$ cat config.mk
export PLATFORM = sky130hd
export DESIGN_NAME = ssab_front_end
export DESIGN_NICKNAME = d
export VERILOG_FILES = /design/src/ssab_pkg.sv /design/src/ssab_front_end.sv /design/src/ssab_fifo.sv /design/src/ssab_uart_rx.sv
export VERILOG_INCLUDE_DIRS = /design/src
export SDC_FILE = /design/constraint.sdc
export NUM_CORES = 1
export LEC_CHECK = 0
export BUFFER_PORTS_ARGS = -buffer_cell sky130_fd_sc_hd__clkbuf_2
export CORE_ASPECT_RATIO = 1.75
export CORE_UTILIZATION = 65
export CTS_CLUSTER_DIAMETER = 80
export CTS_CLUSTER_SIZE = 16
export DETAILED_ROUTE_END_ITERATION = 8
export PLACE_DENSITY = 0.85
export REMOVE_ABC_BUFFERS = 1
export SLEW_MARGIN = 20
export SYNTH_ARGS = -nofsm -noshare
export SYNTH_HDL_FRONTEND = slang
export SYNTH_SLANG_ARGS = --single-unit
$ cat constraint.sdc
create_clock -name CLK_I -period 4.89 [get_ports CLK_I]
set_input_delay 0.978 -clock CLK_I [delete_from_list [all_inputs] [get_ports CLK_I]]
set_output_delay 0.978 -clock CLK_I [all_outputs]
set_load 0.03 [all_outputs]
$ cat src/ssab_regs.svh
// register offsets, field positions, reset values and timing counts of the serial front end
// Summary of operation
// - lock open (default): remote control commands are accepted and forwarded.
// - lock closed: only set-time and get-time commands pass, others rejected.
// - upstream server lock does not gate commands here; only own selector.
// - test button press starts a 15 second internal bus connection test.
// - during the test the attached internal bus modules keep working normally.
// - auto rate detection on (default) or off with user link parameters.
// - auto detection tries every rate and parity pair until traffic matches.
// - frame: start, eight data, one stop with parity, one or two stops without.
// - detected rate and parity are held until power cycle (reset).
// - manual mode rate is 4800, 9600, 19200 or 38400 baud.
// - manual parity even, odd or none; none allows one or two stops.
// - slave address comes from two decimal rotary switches in both modes.
// - address and lock state are not writable by software.
// - valid addresses 1 to 99; 0 is broadcast; shipped setting 99.
// - traffic indicator steady at address 0, else lit during traffic only.
`ifndef SSAB_REGS_SVH
`define SSAB_REGS_SVH
`define SSAB_CTRL_OFS 12'h000
`define SSAB_STAT_OFS 12'h004
`define SSAB_RXDATA_OFS 12'h008
`define SSAB_TXDATA_OFS 12'h00C
`define SSAB_CTRL_RST 32'h0000_0001
`define SSAB_CTRL_AUTO_BIT 0
`define SSAB_CTRL_RATE_LSB 1
`define SSAB_CTRL_PAR_LSB 3
`define SSAB_CTRL_STOP2_BIT 5
`define SSAB_CLK_HZ 40000000
`define SSAB_TEST_S 15
`define SSAB_TEST_CYCLES (`SSAB_CLK_HZ * `SSAB_TEST_S)
`define SSAB_LOCK_FRAMES 4
`define SSAB_MAX_ADDR 7'd99
`define SSAB_FUNC_SET_TIME 8'h10
`define SSAB_FUNC_GET_TIME 8'h11
`endif

$ cat src/ssab_pkg.sv
// types shared by the serial front end modules
package ssab_pkg;
  typedef enum logic [1:0] {SSAB_B4800, SSAB_B9600, SSAB_B19200, SSAB_B38400} ssab_rate_type;
  typedef enum logic [1:0] {SSAB_PAR_NONE, SSAB_PAR_EVEN, SSAB_PAR_ODD} ssab_par_type;
  typedef struct packed {
    ssab_rate_type rate;
    ssab_par_type par;
    logic stop2;
  } ssab_link_type;
  typedef struct packed {
    logic [7:0] data;
    logic ok;
  } ssab_rxchar_type;
endpackage : ssab_pkg

$ cat src/ssab_front_end.sv
// serial slave front end: detection, lock gating, address, test timer and apb registers
//
// Design decisions made here: the placing of the registers and register access over APB.
`include "ssab_regs.svh"
module ssab_front_end #(
  parameter int TEST_CYCLES = `SSAB_TEST_CYCLES,
  parameter int LOCK_FRAMES = `SSAB_LOCK_FRAMES
) (
  input wire logic CLK_I,
  input wire logic RSTN_I,
  input wire logic PSEL_I,
  input wire logic PENABLE_I,
  input wire logic PWRITE_I,
  input wire logic [11:0] PADDR_I,
  input wire logic [31:0] PWDATA_I,
  output logic [31:0] PRDATA_O,
  output logic PREADY_O,
  output logic PSLVERR_O,
  input wire logic RX_I,
  output logic TX_O,
  output logic TX_EN_O,
  input wire logic [3:0] ADDR_TENS_I,
  input wire logic [3:0] ADDR_UNITS_I,
  input wire logic LOCK_CLOSED_I,
  input wire logic TEST_BUTTON_I,
  output logic TEST_ACTIVE_O,
  output logic TRAFFIC_LED_O,
  output logic CMD_ALLOWED_O
);
  localparam int CLK_HZ = `SSAB_CLK_HZ;
  logic [31:0] ctrl;
  ssab_pkg::ssab_link_type manual_link;
  ssab_pkg::ssab_link_type cand_link;
  ssab_pkg::ssab_link_type link;
  logic locked;
  logic [3:0] cand_idx;
  logic [7:0] good_cnt;
  logic [15:0] bit_cycles;
  ssab_pkg::ssab_rxchar_type rx_char;
  logic rx_done;
  logic rx_busy;
  logic [6:0] slave_addr;
  logic [7:0] fifo_data;
  logic fifo_valid;
  logic fifo_pop;
  logic fifo_in_ready;
  logic [31:0] test_cnt;
  logic test_btn_d;
  logic [7:0] tx_byte;
  logic tx_load;
  logic tx_busy;
  logic [3:0] tx_bits;
  logic [15:0] tx_cnt;
  logic [11:0] tx_sh;
  logic [7:0] last_func;
  logic [1:0] byte_pos;
  logic apb_acc;

  assign manual_link.rate = ssab_pkg::ssab_rate_type'(ctrl[`SSAB_CTRL_RATE_LSB +: 2]);
  assign manual_link.par = ssab_pkg::ssab_par_type'(ctrl[`SSAB_CTRL_PAR_LSB +: 2]);
  assign manual_link.stop2 = ctrl[`SSAB_CTRL_STOP2_BIT];
  // candidate list walks all rates for even, then odd, then none with two stops
  assign cand_link.rate = ssab_pkg::ssab_rate_type'(cand_idx[1:0]);
  assign cand_link.par = cand_idx[3] ? ssab_pkg::SSAB_PAR_NONE :
                         cand_idx[2] ? ssab_pkg::SSAB_PAR_ODD : ssab_pkg::SSAB_PAR_EVEN;
  assign cand_link.stop2 = cand_idx[3];
  assign link = (ctrl[`SSAB_CTRL_AUTO_BIT] && !locked) ? cand_link :
                ctrl[`SSAB_CTRL_AUTO_BIT] ? cand_link : manual_link;

  always_comb begin
    unique case (link.rate)
      ssab_pkg::SSAB_B4800: bit_cycles = 16'(CLK_HZ / 4800);
      ssab_pkg::SSAB_B9600: bit_cycles = 16'(CLK_HZ / 9600);
      ssab_pkg::SSAB_B19200: bit_cycles = 16'(CLK_HZ / 19200);
      ssab_pkg::SSAB_B38400: bit_cycles = 16'(CLK_HZ / 38400);
    endcase
  end

  ssab_uart_rx u_rx (
    .clk_i(CLK_I),
    .rstn_i(RSTN_I),
    .rx_i(RX_I),
    .bit_cycles_i(bit_cycles),
    .link_i(link),
    .char_o(rx_char),
    .done_o(rx_done),
    .busy_o(rx_busy)
  );

  // detection: lock after enough clean frames, step candidate on a bad one
  always_ff @(posedge CLK_I or negedge RSTN_I) begin
    if (!RSTN_I) begin
      locked <= 1'b0;
      cand_idx <= 4'h0;
      good_cnt <= 8'h00;
    end else if (ctrl[`SSAB_CTRL_AUTO_BIT] && !locked && rx_done) begin
      if (rx_char.ok) begin
        good_cnt <= good_cnt + 8'h01;
        if (good_cnt == 8'(LOCK_FRAMES - 1)) begin
          locked <= 1'b1;
        end
      end else begin
        good_cnt <= 8'h00;
        cand_idx <= (cand_idx == 4'hB) ? 4'h0 : cand_idx + 4'h1;
      end
    end
  end

  // limitation: a no-parity master can pass a parity candidate when its data parity agrees

  // tens widened first, a four-bit product would wrap above 15
  assign slave_addr = 7'(ADDR_TENS_I) * 7'd10 + 7'(ADDR_UNITS_I);

  ssab_fifo #(.WIDTH(8), .DEPTH(16)) u_fifo (
    .clk_i(CLK_I),
    .rstn_i(RSTN_I),
    .in_data_i(rx_char.data),
    .in_valid_i(rx_done && rx_char.ok),
    .in_ready_o(fifo_in_ready),
    .out_data_o(fifo_data),
    .out_valid_o(fifo_valid),
    .out_ready_i(fifo_pop)
  );

  // byte 0 is the address, byte 1 the function; a command check uses the latter
  always_ff @(posedge CLK_I or negedge RSTN_I) begin
    if (!RSTN_I) begin
      byte_pos <= 2'h0;
      last_func <= 8'h00;
    end else if (fifo_pop) begin
      if (byte_pos != 2'h2) begin
        byte_pos <= byte_pos + 2'h1;
      end
      if (byte_pos == 2'h1) begin
        last_func <= fifo_data;
      end
    end else if (!rx_busy && !fifo_valid) begin
      byte_pos <= 2'h0;
    end
  end

  // upstream server lock has no input here, so only the local selector gates
  assign CMD_ALLOWED_O = !LOCK_CLOSED_I ||
                         last_func == `SSAB_FUNC_SET_TIME ||
                         last_func == `SSAB_FUNC_GET_TIME;

  always_ff @(posedge CLK_I or negedge RSTN_I) begin
    if (!RSTN_I) begin
      test_btn_d <= 1'b0;
      test_cnt <= 32'h0000_0000;
    end else begin
      test_btn_d <= TEST_BUTTON_I;
      if (TEST_BUTTON_I && !test_btn_d && test_cnt == 32'h0000_0000) begin
        test_cnt <= 32'(TEST_CYCLES);
      end else if (test_cnt != 32'h0000_0000) begin
        test_cnt <= test_cnt - 32'h0000_0001;
      end
    end
  end
  // test is a flag only; receive and transmit paths never look at it
  assign TEST_ACTIVE_O = (test_cnt != 32'h0000_0000);

  assign TRAFFIC_LED_O = (slave_addr == 7'h00) ? 1'b1 : (rx_busy || tx_busy);

  // transmitter: frame built as start, data, parity or second stop, stop
  always_ff @(posedge CLK_I or negedge RSTN_I) begin
    if (!RSTN_I) begin
      tx_busy <= 1'b0;
      tx_bits <= 4'h0;
      tx_cnt <= 16'h0000;
      tx_sh <= 12'hFFF;
    end else if (!tx_busy) begin
      if (tx_load && (locked || !ctrl[`SSAB_CTRL_AUTO_BIT])) begin
        tx_busy <= 1'b1;
        tx_cnt <= bit_cycles;
        tx_bits <= (link.par == ssab_pkg::SSAB_PAR_NONE && !link.stop2) ? 4'hA : 4'hB;
        // start bit goes out at once and the last stop bit stays inside tx_en
        tx_sh <= {2'b11,
                  (link.par == ssab_pkg::SSAB_PAR_NONE) ? 1'b1 :
                  (^tx_byte) ^ (link.par == ssab_pkg::SSAB_PAR_ODD),
                  tx_byte, 1'b0};
      end
    end else if (tx_cnt != 16'h0000) begin
      tx_cnt <= tx_cnt - 16'h0001;
    end else begin
      tx_sh <= {1'b1, tx_sh[11:1]};
      tx_cnt <= bit_cycles;
      tx_bits <= tx_bits - 4'h1;
      if (tx_bits == 4'h1) begin
        tx_busy <= 1'b0;
      end
    end
  end
  assign TX_O = tx_sh[0];
  assign TX_EN_O = tx_busy;

  // apb slave, zero wait states
  assign apb_acc = PSEL_I && PENABLE_I;
  assign PREADY_O = 1'b1;
  assign PSLVERR_O = apb_acc && !(PADDR_I == `SSAB_CTRL_OFS || PADDR_I == `SSAB_STAT_OFS ||
                     PADDR_I == `SSAB_RXDATA_OFS || PADDR_I == `SSAB_TXDATA_OFS);
  assign fifo_pop = apb_acc && !PWRITE_I && PADDR_I == `SSAB_RXDATA_OFS && fifo_valid;
  assign tx_load = apb_acc && PWRITE_I && PADDR_I == `SSAB_TXDATA_OFS;
  assign tx_byte = PWDATA_I[7:0];

  always_ff @(posedge CLK_I or negedge RSTN_I) begin
    if (!RSTN_I) begin
      ctrl <= `SSAB_CTRL_RST;
    end else if (apb_acc && PWRITE_I && PADDR_I == `SSAB_CTRL_OFS) begin
      // address and lock have no writable bits at all
      ctrl <= {26'h0, PWDATA_I[5:0]};
    end
  end

  always_ff @(posedge CLK_I or negedge RSTN_I) begin
    if (!RSTN_I) begin
      PRDATA_O <= 32'h0000_0000;
    end else if (PSEL_I && !PENABLE_I && !PWRITE_I) begin
      unique case (PADDR_I)
        `SSAB_CTRL_OFS: PRDATA_O <= ctrl;
        `SSAB_STAT_OFS: PRDATA_O <= {8'h00, 1'b0, slave_addr, 1'b0, cand_idx, fifo_in_ready,
                                      tx_busy, TEST_ACTIVE_O, LOCK_CLOSED_I, locked, 4'h0,
                                      fifo_valid, CMD_ALLOWED_O};
        `SSAB_RXDATA_OFS: PRDATA_O <= {24'h0, fifo_data};
        default: PRDATA_O <= 32'h0000_0000;
      endcase
    end
  end

  AST_LOCK_STAYS: assert property (@(posedge CLK_I) disable iff (!RSTN_I)
    locked |=> locked) else $error("detected link lost before reset");
  AST_NO_TX_UNLOCKED: assert property (@(posedge CLK_I) disable iff (!RSTN_I)
    (ctrl[0] && !locked) |-> !TX_EN_O) else $error("reply before detection lock");
  AST_LOCK_GATE: assert property (@(posedge CLK_I) disable iff (!RSTN_I)
    (LOCK_CLOSED_I && last_func == 8'h03) |-> !CMD_ALLOWED_O) else $error("closed lock passed cmd");
  AST_OPEN_PASS: assert property (@(posedge CLK_I) disable iff (!RSTN_I)
    !LOCK_CLOSED_I |-> CMD_ALLOWED_O) else $error("open lock blocked cmd");
  AST_TEST_START: assert property (@(posedge CLK_I) disable iff (!RSTN_I)
    (TEST_BUTTON_I && !test_btn_d && !TEST_ACTIVE_O) |=> TEST_ACTIVE_O) else $error("test not started");
  AST_LED_ZERO: assert property (@(posedge CLK_I) disable iff (!RSTN_I)
    (ADDR_TENS_I == 4'h0 && ADDR_UNITS_I == 4'h0) |-> TRAFFIC_LED_O) else $error("led not steady");
  AST_LED_IDLE: assert property (@(posedge CLK_I) disable iff (!RSTN_I)
    (slave_addr != 7'h00 && !rx_busy && !tx_busy) |-> !TRAFFIC_LED_O) else $error("led lit idle");
  AST_ADDR_RANGE: assert property (@(posedge CLK_I) disable iff (!RSTN_I)
    (ADDR_TENS_I < 4'hA && ADDR_UNITS_I < 4'hA) |-> slave_addr <= `SSAB_MAX_ADDR) else $error("address range");
endmodule : ssab_front_end

$ cat src/ssab_fifo.sv
// flip-flop FIFO with valid and ready on both sides
module ssab_fifo #(
  parameter int WIDTH = 8,
  parameter int DEPTH = 16
) (
  input wire logic clk_i,
  input wire logic rstn_i,
  input wire logic [WIDTH-1:0] in_data_i,
  input wire logic in_valid_i,
  output logic in_ready_o,
  output logic [WIDTH-1:0] out_data_o,
  output logic out_valid_o,
  input wire logic out_ready_i
);
  localparam int AW = $clog2(DEPTH);
  logic [WIDTH-1:0] mem [DEPTH];
  logic [AW-1:0] wr_ptr;
  logic [AW-1:0] rd_ptr;
  logic [AW:0] count;
  logic push;
  logic pop;
  assign in_ready_o = (count != DEPTH[AW:0]);
  assign out_valid_o = (count != '0);
  assign push = in_valid_i && in_ready_o;
  assign pop = out_valid_o && out_ready_i;
  assign out_data_o = mem[rd_ptr];
  always_ff @(posedge clk_i) begin
    if (push) begin
      mem[wr_ptr] <= in_data_i;
    end
  end
  always_ff @(posedge clk_i or negedge rstn_i) begin
    if (!rstn_i) begin
      wr_ptr <= '0;
      rd_ptr <= '0;
      count <= '0;
    end else begin
      if (push) begin
        wr_ptr <= (wr_ptr == AW'(DEPTH - 1)) ? '0 : wr_ptr + 1'b1;
      end
      if (pop) begin
        rd_ptr <= (rd_ptr == AW'(DEPTH - 1)) ? '0 : rd_ptr + 1'b1;
      end
      count <= count + (AW+1)'(push) - (AW+1)'(pop);
    end
  end
endmodule : ssab_fifo

$ cat src/ssab_uart_rx.sv
// serial character receiver with parity and stop checks
module ssab_uart_rx (
  input wire logic clk_i,
  input wire logic rstn_i,
  input wire logic rx_i,
  input wire logic [15:0] bit_cycles_i,
  input wire ssab_pkg::ssab_link_type link_i,
  output ssab_pkg::ssab_rxchar_type char_o,
  output logic done_o,
  output logic busy_o
);
  typedef enum logic [2:0] {ST_IDLE, ST_START, ST_DATA, ST_PAR, ST_STOP} ssab_rx_state_type;
  ssab_rx_state_type state;
  logic [15:0] cnt;
  logic [3:0] idx;
  logic [7:0] sh;
  logic perr;
  assign busy_o = (state != ST_IDLE);
  always_ff @(posedge clk_i or negedge rstn_i) begin
    if (!rstn_i) begin
      state <= ST_IDLE;
      cnt <= 16'h0000;
      idx <= 4'h0;
      sh <= 8'h00;
      perr <= 1'b0;
      done_o <= 1'b0;
      char_o <= '0;
    end else begin
      done_o <= 1'b0;
      if (state != ST_IDLE && cnt != 16'h0000) begin
        cnt <= cnt - 16'h0001;
      end else begin
        unique case (state)
          ST_IDLE: if (!rx_i) begin
            state <= ST_START;
            cnt <= {1'b0, bit_cycles_i[15:1]};
          end
          ST_START: begin
            state <= rx_i ? ST_IDLE : ST_DATA;
            cnt <= bit_cycles_i;
            idx <= 4'h0;
            perr <= 1'b0;
          end
          ST_DATA: begin
            sh <= {rx_i, sh[7:1]};
            cnt <= bit_cycles_i;
            idx <= idx + 4'h1;
            if (idx == 4'h7) begin
              state <= (link_i.par == ssab_pkg::SSAB_PAR_NONE) ? ST_STOP : ST_PAR;
            end
          end
          ST_PAR: begin
            // even parity counts data plus parity bit to zero
            perr <= (^{sh, rx_i}) ^ (link_i.par == ssab_pkg::SSAB_PAR_ODD);
            cnt <= bit_cycles_i;
            state <= ST_STOP;
          end
          ST_STOP: begin
            // only the first stop bit is checked so two-stop senders also pass
            char_o.data <= sh;
            char_o.ok <= rx_i && !perr;
            done_o <= 1'b1;
            state <= ST_IDLE;
          end
          default: state <= ST_IDLE;
        endcase
      end
    end
  end
endmodule : ssab_uart_rx

### Yosys cells after proc, flatten, opt, wreduce, memory -nomap -nowiden

Memories as Yosys holds them, arrays and structs flattened.
Index checks and enable logic that the tools add are counted.

* add/subtract/negate cells: 13
* multiply operators: 1
* equal/unequal tests: 27
* mux-type cells: 45
* bitwise operators: 4
* reductions and logical operators: 71

Operators with widths (number)
* two-way mux 16 bit: 5
* one-hot mux 23 bit (3 select lines): 1
* two-way mux 32 bit: 2
* one-hot mux 16 bit (4 select lines): 1
* two-way mux 12 bit: 3
* zero test 32 bit: 1
* one-hot mux 16 bit (2 select lines): 1
* nonzero test 16 bit: 2
* nonzero test 32 bit: 1
* subtractor 16 x 1 -> 16 bit (second input constant): 2
* subtractor 32 x 1 -> 32 bit (second input constant): 1
* == test 12 x 4 -> 1 bit (second input constant): 2
* two-way mux 4 bit: 6
* logical AND 1 bit: 22
* AND reduction 2 bit: 9
* adder 4 x 1 -> 4 bit (second input constant): 4
* == test 8 x 5 -> 1 bit (second input constant): 2
* == test 12 x 3 -> 1 bit (second input constant): 1
* == test 4 bit (second input constant): 3
* zero test 12 bit: 1
* two-way mux 2 bit: 6
* one-hot mux 3 bit (4 select lines): 1
* zero test 1 bit: 11
* two-way mux 1 bit: 11
* 37 further kinds: 62

* register bits: 182
* bits in writable memories: 128
* logic and storage cells: 186
* memories: 1

Memories
* u_fifo.mem: depth 16, bits a word 8, read ports 1, clocked after Yosys merged registers in 0, write ports 1, line ssab_fifo.sv:16 `logic [WIDTH-1:0] mem [DEPTH];`

### Longest topological paths before layout

Gate-level depths: netlist (run 1).

* word-level depth: 9
* depth in mapped cells: 12
* gate-level depth less buffers: 12

### By module

A second synthesis (run 1) with hierarchy kept.

* cells, all modules: 1199
* area total of the unflattened synthesis: 14665.3 um^2

Modules (own cells, without submodules)
* ssab_front_end: instances 1, cells an instance 615, area an instance 6299.8 um^2
* ssab_fifo: instances 1, cells an instance 311, area an instance 5789.3 um^2
* ssab_uart_rx: instances 1, cells an instance 273, area an instance 2576.2 um^2

### Worst setup path after synthesis (run 1)

OpenSTA, ideal clock, no wires.

* path type: input to output
* from: input ADDR_TENS_I[1]
* to: output TRAFFIC_LED_O
* arrival time: 2810 ps
* data required time: 3912 ps
* setup slack: 1102 ps
* stages: 7
* buffers on the path: 0
* path through: ha_1 ha_1 inv_1 fa_1 nor3b_1 xnor2_1 o211ai_1

* longest elaborated chain between the ends: 4

RTL lines
* start: declaration: line ssab_front_end.sv:22 `input wire logic [3:0] ADDR_TENS_I,`
* multiplier 4 x 3 -> 6 bit: line ssab_front_end.sv:112 `assign slave_addr = 7'(ADDR_TENS_I) * 7'd10 + 7'(ADDR_UNITS_I);`
* adder 7 x 4 -> 7 bit: line ssab_front_end.sv:112
* zero test 7 bit: line ssab_front_end.sv:163 `assign TRAFFIC_LED_O = (slave_addr == 7'h00) ? 1'b1 : (rx_busy || tx_busy);`
* two-way mux 1 bit: line ssab_front_end.sv:163
* end: declaration: line ssab_front_end.sv:27 `output logic TRAFFIC_LED_O,`

No other way between the ends.

### Final worst setup path (run 1)

Same ends and word-level chain as after synthesis.

==> results.ini, run 1 <==
[timing]
layout_min_cycle_time_ns = 3.90
worst_pin_slew_ns = 1.20
setup_viol = 0
hold_ws_ns = 0.463
fin_tns_setup_ns = 0
drv_slew = 0
hold_viol = 0
finalClockSkew_ns = 0.0171
rsz0062_at_grt = false
period_share_pct = 79.7
fmax_ghz = 0.257
slew_headroom_pct = 19.8

[power_and_ir_drop]
swShare_pct = 25.3
internal_power_uw = 3740
p_sw_uw = 1270
p_per_area_nw_per_um2 = 327
p_leak_uw = 0.00592
max-vdd-ir-drop_v = 0.000333
power_frac_comb_pct = 11.1
clock_power_share_pct = 33.8
power_frac_seq_pct = 55.0

[yosys]
synth_edf_count = 128
synthArstFlopShare_pct = 56.9
synthFlopType = dfrtp_1
yosys_warnings = 0
synth.ff_latch_count = 297
syn_inst = 1120
synth_cell_type_count = 84
syn_area_sq_um = 14100
postSynthAreaPerCell_sq_um = 12.6
synth_seq_area_share_pct = 57.2

[route]
drt_wl_total_microns = 30600
wl_per_cell_microns = 20.7
vias_per_cell = 6.34
vias = 9374
drt_iter0_markers = 862
antenna_left = 0
drc = 0
first_pass_iters = 5

[critical_path]
crit_type = input pin to output pin
path_cells = clkbuf_2 > ha_1 > ha_1 > inv_1 > fa_1 > nor3b_1 > xnor2_1 > o211ai_1 > clkbuf_2
endpoint_kind = output pin
crit_fanout = 3
cp-start-kind = input pin
cpMaxStageDelayCell = fa_1
crit_path_max_incr_delay_ns = 0.45
crit_arrival_ns = 2.92
critPathRequiredTime_ns = 3.91

[global_routing]
grt_pass1_vias = 9525
antenna_found_initial = 0
grt_busiest_layer = met2
met1_usage_pct = 32.4
grt_first_pass_wirelength_microns = 49600
gr-usage-all-layers_pct = 28.6
globalRouteOverflowTotal = 0
use_met3_pct = 3.77
grtUsageMet2_pct = 52.1
grt_max_degree = 103

[clocking]
numCtsBuffers = 22
post_cts_buffers = 0
root_buffer = clkbuf_16
clk_pin_slew_ns = 0.07
htreeDepth = 1
clk_latency_ns = 0.52
cts.sinks = 297
cts_hold_buffers = 0
cts_tree = yes
clk_path_buf_depth = 3
cts-resized-gates = 0

[floorplanning]
dieArea_sq_um = 22400
ioPinCount = 99
die_w_microns = 113
initial_core_util_pct = 66.1
core_sq_um = 21400
die_height_microns = 197
rows = 71

[placement]
place.gp.congestion = 0.947
portBuffers = 63
dpl.hpwl_microns = 21600

[layout]
final_layout_size_suffix_gt1_share_pct = 18.3
finalNetCount = 1273
diodes = 0
syn_to_final_growth_pct = 8.51

[outcome]
outcome = finished, final reports clean

[flow_run]
cap_violations = 0

[hold_path]
hold_path.class = flip-flop to flip-flop

## Yosys cell counts (5+ instances only)
library cell  count  area (sq um)
a22o_1           12           105
nand4b_1          5          43.8
xnor2_1          34           298
inv_1            47           176
ha_1             35           438
or4_4             6          67.6
buf_2             8          40.0
xor2_1           25           219
nand3_1          26           130
clkbuf_1         27           101
nor2_1           77           289
o2bb2ai_1         5          43.8
nor4b_1           7          61.3
nand2b_1          9          56.3
dfstp_2          11           289
nand4_1           5          31.3
mux2_2           38           428
edfxtp_1        128          3840
nor2b_1           7          43.8
nand2_1          78           293
dfrtp_1         158          3950
a31oi_1          14          87.6
or3_1             8          50.1
mux2i_1          28           280
and3_1            7          43.8
and2_1            5          31.3
a21oi_1          43           215
mux4_2           32           721
nor4_1           17           106
nor3_1           36           180
o21ai_0          40           200
o211ai_1          5          37.5
a22oi_1          17           128
buf_4            13          97.6
or4_1             7          52.6
## worst max-delay path, delay by kind of cell
family	cells	cell delay [ns]
fa+ha+maj	3	0.94
compound gates	1	0.19
xor+xnor	1	0.11
simple gates	1	0.27
buf+inv	3	0.42
## metal layers
| layer | vias up | wire, microns |
|---|---|---|
| met2 | 328 | 16800 |
| met5 | - | 0 |
| met1 | 4691 | 11000 |
| li1 | 4272 | - |
| met3 | 83 | 1310 |
| met4 | 0 | 1450 |
## sequential cells by signal (all words and copies together), names as in the netlist, 3 cells and up
| signal | count |
|---|---|
| u_fifo.wr_ptr | 4 |
| good_cnt | 8 |
| u_fifo.mem | 128 |
| cand_idx | 4 |
| u_rx.state | 3 |
| u_rx.char_o | 9 |
| u_rx.idx | 4 |
| u_rx.sh | 8 |
| last_func | 7 |
| u_fifo.count | 5 |
| u_rx.cnt | 16 |
| PRDATA_O | 22 |
| tx_cnt | 16 |
| tx_bits | 4 |
| ctrl | 6 |
| u_fifo.rd_ptr | 4 |
| test_cnt | 32 |
| tx_sh | 10 |
## per-stage QoR
| stage | instances | worst slack [ns] | total power [uW] | area (sq um) | utilization [%] |
|---|---|---|---|---|---|
| finish | 1479 | 0.994 | 5010 | 15300 | 71.7 |
| global route | 1479 | 0.839 | 5200 | 15300 | 71.7 |
| detailed placement | 1443 | 0.974 | 3350 | 14700 | 68.7 |
| global placement | 1443 | 1.05 | 3330 | 14700 | 68.7 |
| floorplan | 1077 | 1.10 | 3160 | 13900 | - |
| CTS | 1479 | 0.987 | 5030 | 15300 | 71.6 |
## placed cells by master, fill, tap and decap left out, types with 6 or more instances in the layout
cell / count
buf_4: 10
a31oi_1: 14
nand3_1: 26
nor2b_1: 7
nor4_1: 17
or4_4: 6
nand2b_1: 9
nand2_1: 78
clkbuf_16: 23
a21oi_1: 42
nor2_1: 77
or4_1: 7
mux2i_1: 28
xnor2_1: 34
a22oi_1: 17
a22o_1: 12
clkbuf_1: 12
clkbuf_2: 62
or3_1: 8
conb_1: 11
nor3_1: 36
dfrtp_1: 157
inv_1: 47
dfstp_2: 11
and3_1: 7
edfxtp_1: 128
nor4b_1: 7
xor2_1: 25
ha_1: 35
mux4_2: 32
o21ai_0: 40
mux2_2: 38
## cell type report
class                      instances  area (sq um)
clock buffer                      35           621
clock inverter                     1          8.76
fill                            1398          6060
inverter                          48           180
multi-input combinational        732          5670
sequential                       297          8090
tap                              292           365
timing repair buffer              74           417
## power by group through the flow
stage | logic (uW) | clock network (uW) | registers (uW)
4_1_cts | 551 | 1730 | 2750
6_report | 557 | 1700 | 2760
2_1_floorplan | 388 | 0 | 2780
5_1_grt | 610 | 1820 | 2770
3_3_place_gp | 525 | 0 | 2800
3_5_place_dp | 548 | 0 | 2800
## kinds of logic (layout without fill, tap and decap cells)
group	after synthesis	in the layout	synth area share, %
AND/OR/NAND/NOR	334	334	13.0
XOR/XNOR	59	59	3.65
buffers and inverters	100	158	3.08
multiplexers	98	98	10.1
AO/OA/AOI/OAI	192	192	9.43
flip-flops	297	297	57.2
adder cells (fa/ha/maj)	38	38	3.52
other	2	11	0.0531
## path summary, 6_finish.rpt
path | endpoint | slack (ns) | cells past startpoint | start
hold reg to reg | test_cnt[12] | 0.46 | 1 | test_cnt[12]
max in group asynchronous | test_cnt[0] | 3.39 | 2 | RSTN_I
setup / recovery | TRAFFIC_LED_O | 0.99 | 9 | ADDR_TENS_I[1]
setup reg to reg | u_fifo.count[4] | 1.65 | 12 | u_fifo.count[2]
min in group asynchronous | tx_cnt[15] | 0.56 | 1 | RSTN_I
hold / removal | test_cnt[12] | 0.46 | 1 | test_cnt[12]
Power figures use the tool's default switching activity.
==> inputs of run 2 (changes only) <==
- CORE_UTILIZATION: 65 -> 55
- PLACE_DENSITY: 0.85 -> 0.77
- clock period: 4.89 -> 3.3 ns (I/O delays scaled with it)
==> run 2 against run 1 <==
  * Global-route usage is 4.5 points lower
  * Critical path depth stayed put
  * Routed wire length is 0.24% lower
  * Combinational power is 53% higher
  * Clock power is 49% higher
  * Core utilization is 9.7 points lower
  * Hold slack worse by 0.35 ns
  * Die area is 18% higher
  * Design area is 1.9% higher
  * Worst setup slack worse by 0.92 ns
  * Total power is 49% higher
  * Critical path type unchanged
==> results.ini, run 2 (synthesis results as in run 1) <==
[clocking]
htreeDepth = 1
clk_path_buf_depth = 3
root_buffer = clkbuf_16
cts_hold_buffers = 0
cts.sinks = 297
numCtsBuffers = 22
cts_tree = yes
clk_pin_slew_ns = 0.07
clk_latency_ns = 0.52

[route]
first_pass_iters = 5
vias = 9372
antenna_left = 0
drt_iter0_markers = 747
drt_wl_total_microns = 30500
wl_met2_microns = 16900
wl_met1_microns = 11600
vias_per_cell = 6.10
met3WireLength_microns = 999
drc = 0
wl_per_cell_microns = 19.9
top_layer = met4

[global_routing]
grt_first_pass_wirelength_microns = 49500
globalRouteOverflowTotal = 0
grt_max_degree = 61
antenna_found_initial = 0
grt_pass1_vias = 9765
gr-usage-all-layers_pct = 24.1

[power_and_ir_drop]
p_leak_uw = 0.00610
total_power_uw = 7440
p_per_area_nw_per_um2 = 476
max-vdd-ir-drop_v = 0.000266

[placement]
place.gp.congestion = 0.913
portBuffers = 63
dpl.cell_count = 1495
dpl.hpwl_microns = 21800

[critical_path]
crit_family = adder cells
crit_arrival_ns = 2.56
cp-start-kind = input pin
crit_type = input pin to output pin
endpoint_kind = output pin
crit_fanout = 3
critPathRequiredTime_ns = 2.64
path_cells = clkbuf_2 > ha_1 > ha_1 > inv_1 > fa_1 > nor3b_2 > xnor2_1 > o211ai_1 > clkbuf_4
cpMaxStageDelayCell = fa_1
crit_top_cell = ha_1
crit_path_max_incr_delay_ns = 0.46
critPathBufInv = 3

[layout]
regMostFlops = u_fifo.mem
num-fill-cells = 1875
final_cells = 1536
final_cell_mix = dfrtp_1 (157), edfxtp_1 (128), nand2_1 (78)
top_regs = u_fifo.mem x128, test_cnt x32, PRDATA_O x22
multiInputGateArea_sq_um = 5670
largest_reg_flops = 128
diodes = 0
final_core_util_pct = 62.0
regArea_sq_um = 8090
layout.cells.most_common = dfrtp_1
final_layout_size_suffix_gt1_share_pct = 20.6
syn_to_final_growth_pct = 10.6
finalNetCount = 1305

[floorplanning]
ioPinCount = 99
die_w_microns = 123
core_sq_um = 25200
die_height_microns = 214
dieArea_sq_um = 26400
rows = 77
initial_core_util_pct = 56.0

[timing]
worst_pin_slew_ns = 0.992
rsz0062_at_grt = false
fmax_ghz = 0.310
finalClockSkew_ns = 0.0161
drv_slew = 0
fin_tns_setup_ns = 0
hold_viol = 0
setup_viol = 0
layout_min_cycle_time_ns = 3.22
slew_headroom_pct = 33.8
period_share_pct = 97.7

[outcome]
outcome = finished, final reports clean

[hold_path]
hold_path.class = input pin to async pin

[flow_run]
cap_violations = 0

-- run 2: per-stage QoR --
step | hold WS [ns] | cell area, sq um | setup slack, ns
floorplan | 0.364 | 13900 | 0.148
global route | 0.142 | 15600 | 0.00335
CTS | 0.116 | 15600 | 0.000523
global placement | 0.456 | 15000 | 0.0721
detailed placement | 0.452 | 15000 | 0.0110
finish | 0.108 | 15600 | 0.0770
-- run 2: what timing repair did --
action / in CTS / in global routing
resized for setup: 1 / 4
setup buffers: 2 / 2
endpoints found under the setup margin: 1 / 2
pin swaps: 1 / 2
-- run 2: worst paths after layout --
| check | slack [ns] | endpoint | start | cells past startpoint |
|---|---|---|---|---|
| max | 0.08 | TRAFFIC_LED_O | ADDR_TENS_I[1] | 9 |
| min | 0.11 | PRDATA_O[20] | RSTN_I | 1 |
| max reg2reg | 0.57 | u_rx.cnt[1] | u_rx.cnt[0] | 7 |
| min reg2reg | 0.47 | test_cnt[31] | test_cnt[31] | 1 |
| max in group asynchronous | 2.33 | ctrl[0] | RSTN_I | 2 |
| min in group CLK_I | 0.26 | test_btn_d | TEST_BUTTON_I | 1 |
-- run 2: area by class of cell --
cell class	instances	area share [%]
Multi-Input combinational cell	732	36.3
Clock inverter	1	0.0560
Timing Repair Buffer	106	4.30
Sequential cell	297	51.7
Clock buffer	36	3.99
Tap cell	316	2.53
Inverter	48	1.15
-- run 2: worst reg2reg max path: stages, from the launching register on --
cell     delay [ns]
dfrtp_1        0.45
inv_1          0.11
ha_1           0.16
or4b_1         0.47
or4_4          0.56
nand2_1        0.40
mux2_2         0.38
o21ai_0        0.13
-- run 2: metal layers --
metal	GRT usage (%)	vias up
li1	-	4335
met5	0	-
met3	2.37	65
met4	10.2	0
met1	27.2	4727
met2	44.8	245
-- run 2: report_power, final --
group	switching, uW	internal, uW	leakage [uW]
clock network	1240	1300	0.000303
logic	505	346	0.00268
registers	131	3930	0.00312
total	1870	5570	0.00610
==> inputs of run 3 (changes only) <==
- ABC_AREA: default -> 1
- CORE_UTILIZATION: 55 -> 61
- PLACE_DENSITY: 0.77 -> 0.8
- SYNTH_HIERARCHICAL: default -> 1
- clock period: 3.3 -> 3.2 ns (I/O delays scaled with it)
==> run 3 against run 2 <==
  * Clock skew down 0.0068 ns
  * Sequential power up 6.2%
  * Hold slack better by 0.019 ns
  * Highest routed layer unchanged
==> results.ini, run 3 <==
[floorplanning]
rows = 77
die_height_microns = 216
die_w_microns = 124
initial_core_util_pct = 62.6
ioPinCount = 99
core_sq_um = 25400
dieArea_sq_um = 26800

[timing]
worst_pin_slew_ns = 0.889
drv_slew = 0
hold_ws_ns = 0.128
slew_headroom_pct = 40.8
finalClockSkew_ns = 0.00929
fmax_ghz = 0.326
fin_tns_setup_ns = 0
hold_viol = 0
setup_viol = 0
period_share_pct = 96.0
layout_min_cycle_time_ns = 3.07
setup_slack_ns = 0.128

[clocking]
cts_hold_buffers = 0
post_cts_buffers = 0
cts_tree = yes
cts.sinks = 297
numCtsBuffers = 22
clk_pin_slew_ns = 0.07
root_buffer = clkbuf_16
clk_path_buf_depth = 3
htreeDepth = 1
clk_latency_ns = 0.53

[layout]
syn_to_final_growth_pct = 7.55
final_cells = 2358
largest_reg_flops = 128
finalNetCount = 2124
num-fill-cells = 2070
final_layout_size_suffix_gt1_share_pct = 9.16
regMostFlops = u_fifo/mem
final_cell_mix = nand2_1 (648), inv_1 (290), nand3_1 (168)
layout.cells.most_common = nand2_1
diodes = 0
top_regs = u_fifo/mem x128, test_cnt x32, PRDATA_O x22
regArea_sq_um = 8090
multiInputGateArea_sq_um = 6410

[global_routing]
globalRouteOverflowTotal = 0
gr-usage-all-layers_pct = 29.4
grt_pass1_vias = 12900
grt_first_pass_wirelength_microns = 61300
grt_max_degree = 72
antenna_found_initial = 0

[yosys]
synthFlopType = dfrtp_1
synth.ff_latch_count = 297
postSynthAreaPerCell_sq_um = 8.10
syn_inst = 1967
synthMostInstantiatedCell = nand2_1
synth_cell_type_count = 48
synth_commonest_cells = nand2_1 (649), inv_1 (290), nand3_1 (168), nor2_1 (163), dfrtp_1 (158)
yosysTopAreaCell = dfrtp_1
syn_area_sq_um = 15900
netlist.area_leader.share_pct = 24.8
synthTopCellsByArea = dfrtp_1 (25%), edfxtp_1 (24%), nand2_1 (15%)
synth_edf_count = 128
synthArstFlopShare_pct = 56.9
yosys_warnings = 6
synth_seq_area_share_pct = 50.8

[power_and_ir_drop]
p_per_area_nw_per_um2 = 493
max-vdd-ir-drop_v = 0.000582
p_leak_uw = 0.00843
total_power_uw = 8450

[route]
antenna_left = 0
drt_iter0_markers = 865
vias = 12800
met3WireLength_microns = 1550
wl_met1_microns = 13600
vias_per_cell = 5.42
drt_wl_total_microns = 37200
top_layer = met4
first_pass_iters = 5
drc = 0
wl_per_cell_microns = 15.8
wl_met2_microns = 19800

[critical_path]
cp-start-kind = input pin
crit_arrival_ns = 2.43
reg2reg_to = u_fifo/count[4]
cpMaxStageDelayCell = fa_1
crit_family = adder cells
r2r_cells = 16
crit_type = input pin to output pin
critPathBufInv = 2
reg2reg_slack_ns = 0.25
cp.depth = 10
r2r_start = u_fifo/count[2]
worstSetupStartpoint = ADDR_TENS_I[3]
endpoint_kind = output pin
crit_path_max_incr_delay_ns = 0.59
critPathRequiredTime_ns = 2.56
crit_fanout = 2
critPathCapture = TRAFFIC_LED_O
path_cells = clkbuf_2 > ha_4 > ha_4 > fa_1 > xor2_1 > nand3_1 > nor2_1 > nand2_1 > nand2_1 > buf_6

[placement]
place.gp.congestion = 0.914
dpl.hpwl_microns = 26600
dp_slack_ns = 0.0482
portBuffers = 63
dpl.cell_count = 2318

[flow_run]
cap_violations = 0

[outcome]
outcome = finished, final reports clean

[hold_path]
hold_path.class = input pin to async pin

run 3: changes by cell type after synthesis, moves of 36 or more:
cell and change:
inv_1 +243, mux2_2 -38, nand2_1 +571, nand3_1 +142, nor2_1 +86, o21ai_0 +36
run 3: where the power goes:
part	leakage (uW)	internal, uW	switching (uW)
clock network	0.000307	1350	1290
logic	0.00495	477	1020
registers	0.00318	4130	177
run 3: cell families (layout without fill, tap and decap cells):
logic type / count (synthesis) / count (layout) / synth area share, %
AND/OR/NAND/NOR: 1070 / 1070 / 28.3
AO/OA/AOI/OAI: 151 / 151 / 5.51
other: 2 / 18 / 0.0471
buffers and inverters: 360 / 419 / 9.58
XOR/XNOR: 49 / 49 / 2.69
flip-flops: 297 / 297 / 50.8
adder cells (fa/ha/maj): 38 / 38 / 3.13
run 3: how the worst min path moves through the flow:
stage / from / to
6_report: RSTN_I / tx_cnt[7]
5_1_grt: RSTN_I / tx_cnt[6]
4_1_cts: RSTN_I / tx_cnt[6]
3_5_place_dp: tx_sh[7] / tx_sh[7]
3_3_place_gp: last_func[1] / last_func[1]
2_1_floorplan: RSTN_I / PRDATA_O[0]
run 3: repair_timing:
action,CTS,global route
gates resized for setup,0,13
endpoints found under the setup margin,0,2
endpoints found under the hold margin,0,0
run 3: through the flow:
stage	utilization (%)	cell area, sq um
after floorplan	-	15600
after global placement	64.7	16400
after detailed placement	64.7	16400
after CTS	67.2	17100
after global routing	67.4	17100
final	67.4	17100
run 3: worst register-to-register path: cells and delay by family, from the launching register on:
kind                     cells  cell delay (ns)
XOR/XNOR                     1             0.14
AND/OR/NAND/NOR              4             0.62
flip-flops                   1             0.38
buffers and inverters        5             0.38
AO/OA/AOI/OAI                2             0.26
adder cells (fa/ha/maj)      4             1.05
run 3: cell type report:
type	count	share of cell area (%)
Clock inverter	1	0.0511
Inverter	304	6.70
Tap cell	316	2.31
Sequential cell	297	47.2
Timing Repair Buffer	75	2.60
Clock buffer	39	3.71
Multi-Input combinational cell	1326	37.4
run 3: metal layers:
layer | track usage, % | up-vias
li1 | - | 6267
met1 | 32.8 | 6007
met2 | 53.4 | 381
met3 | 2.67 | 121
met4 | 16.6 | 0
met5 | 0 | -
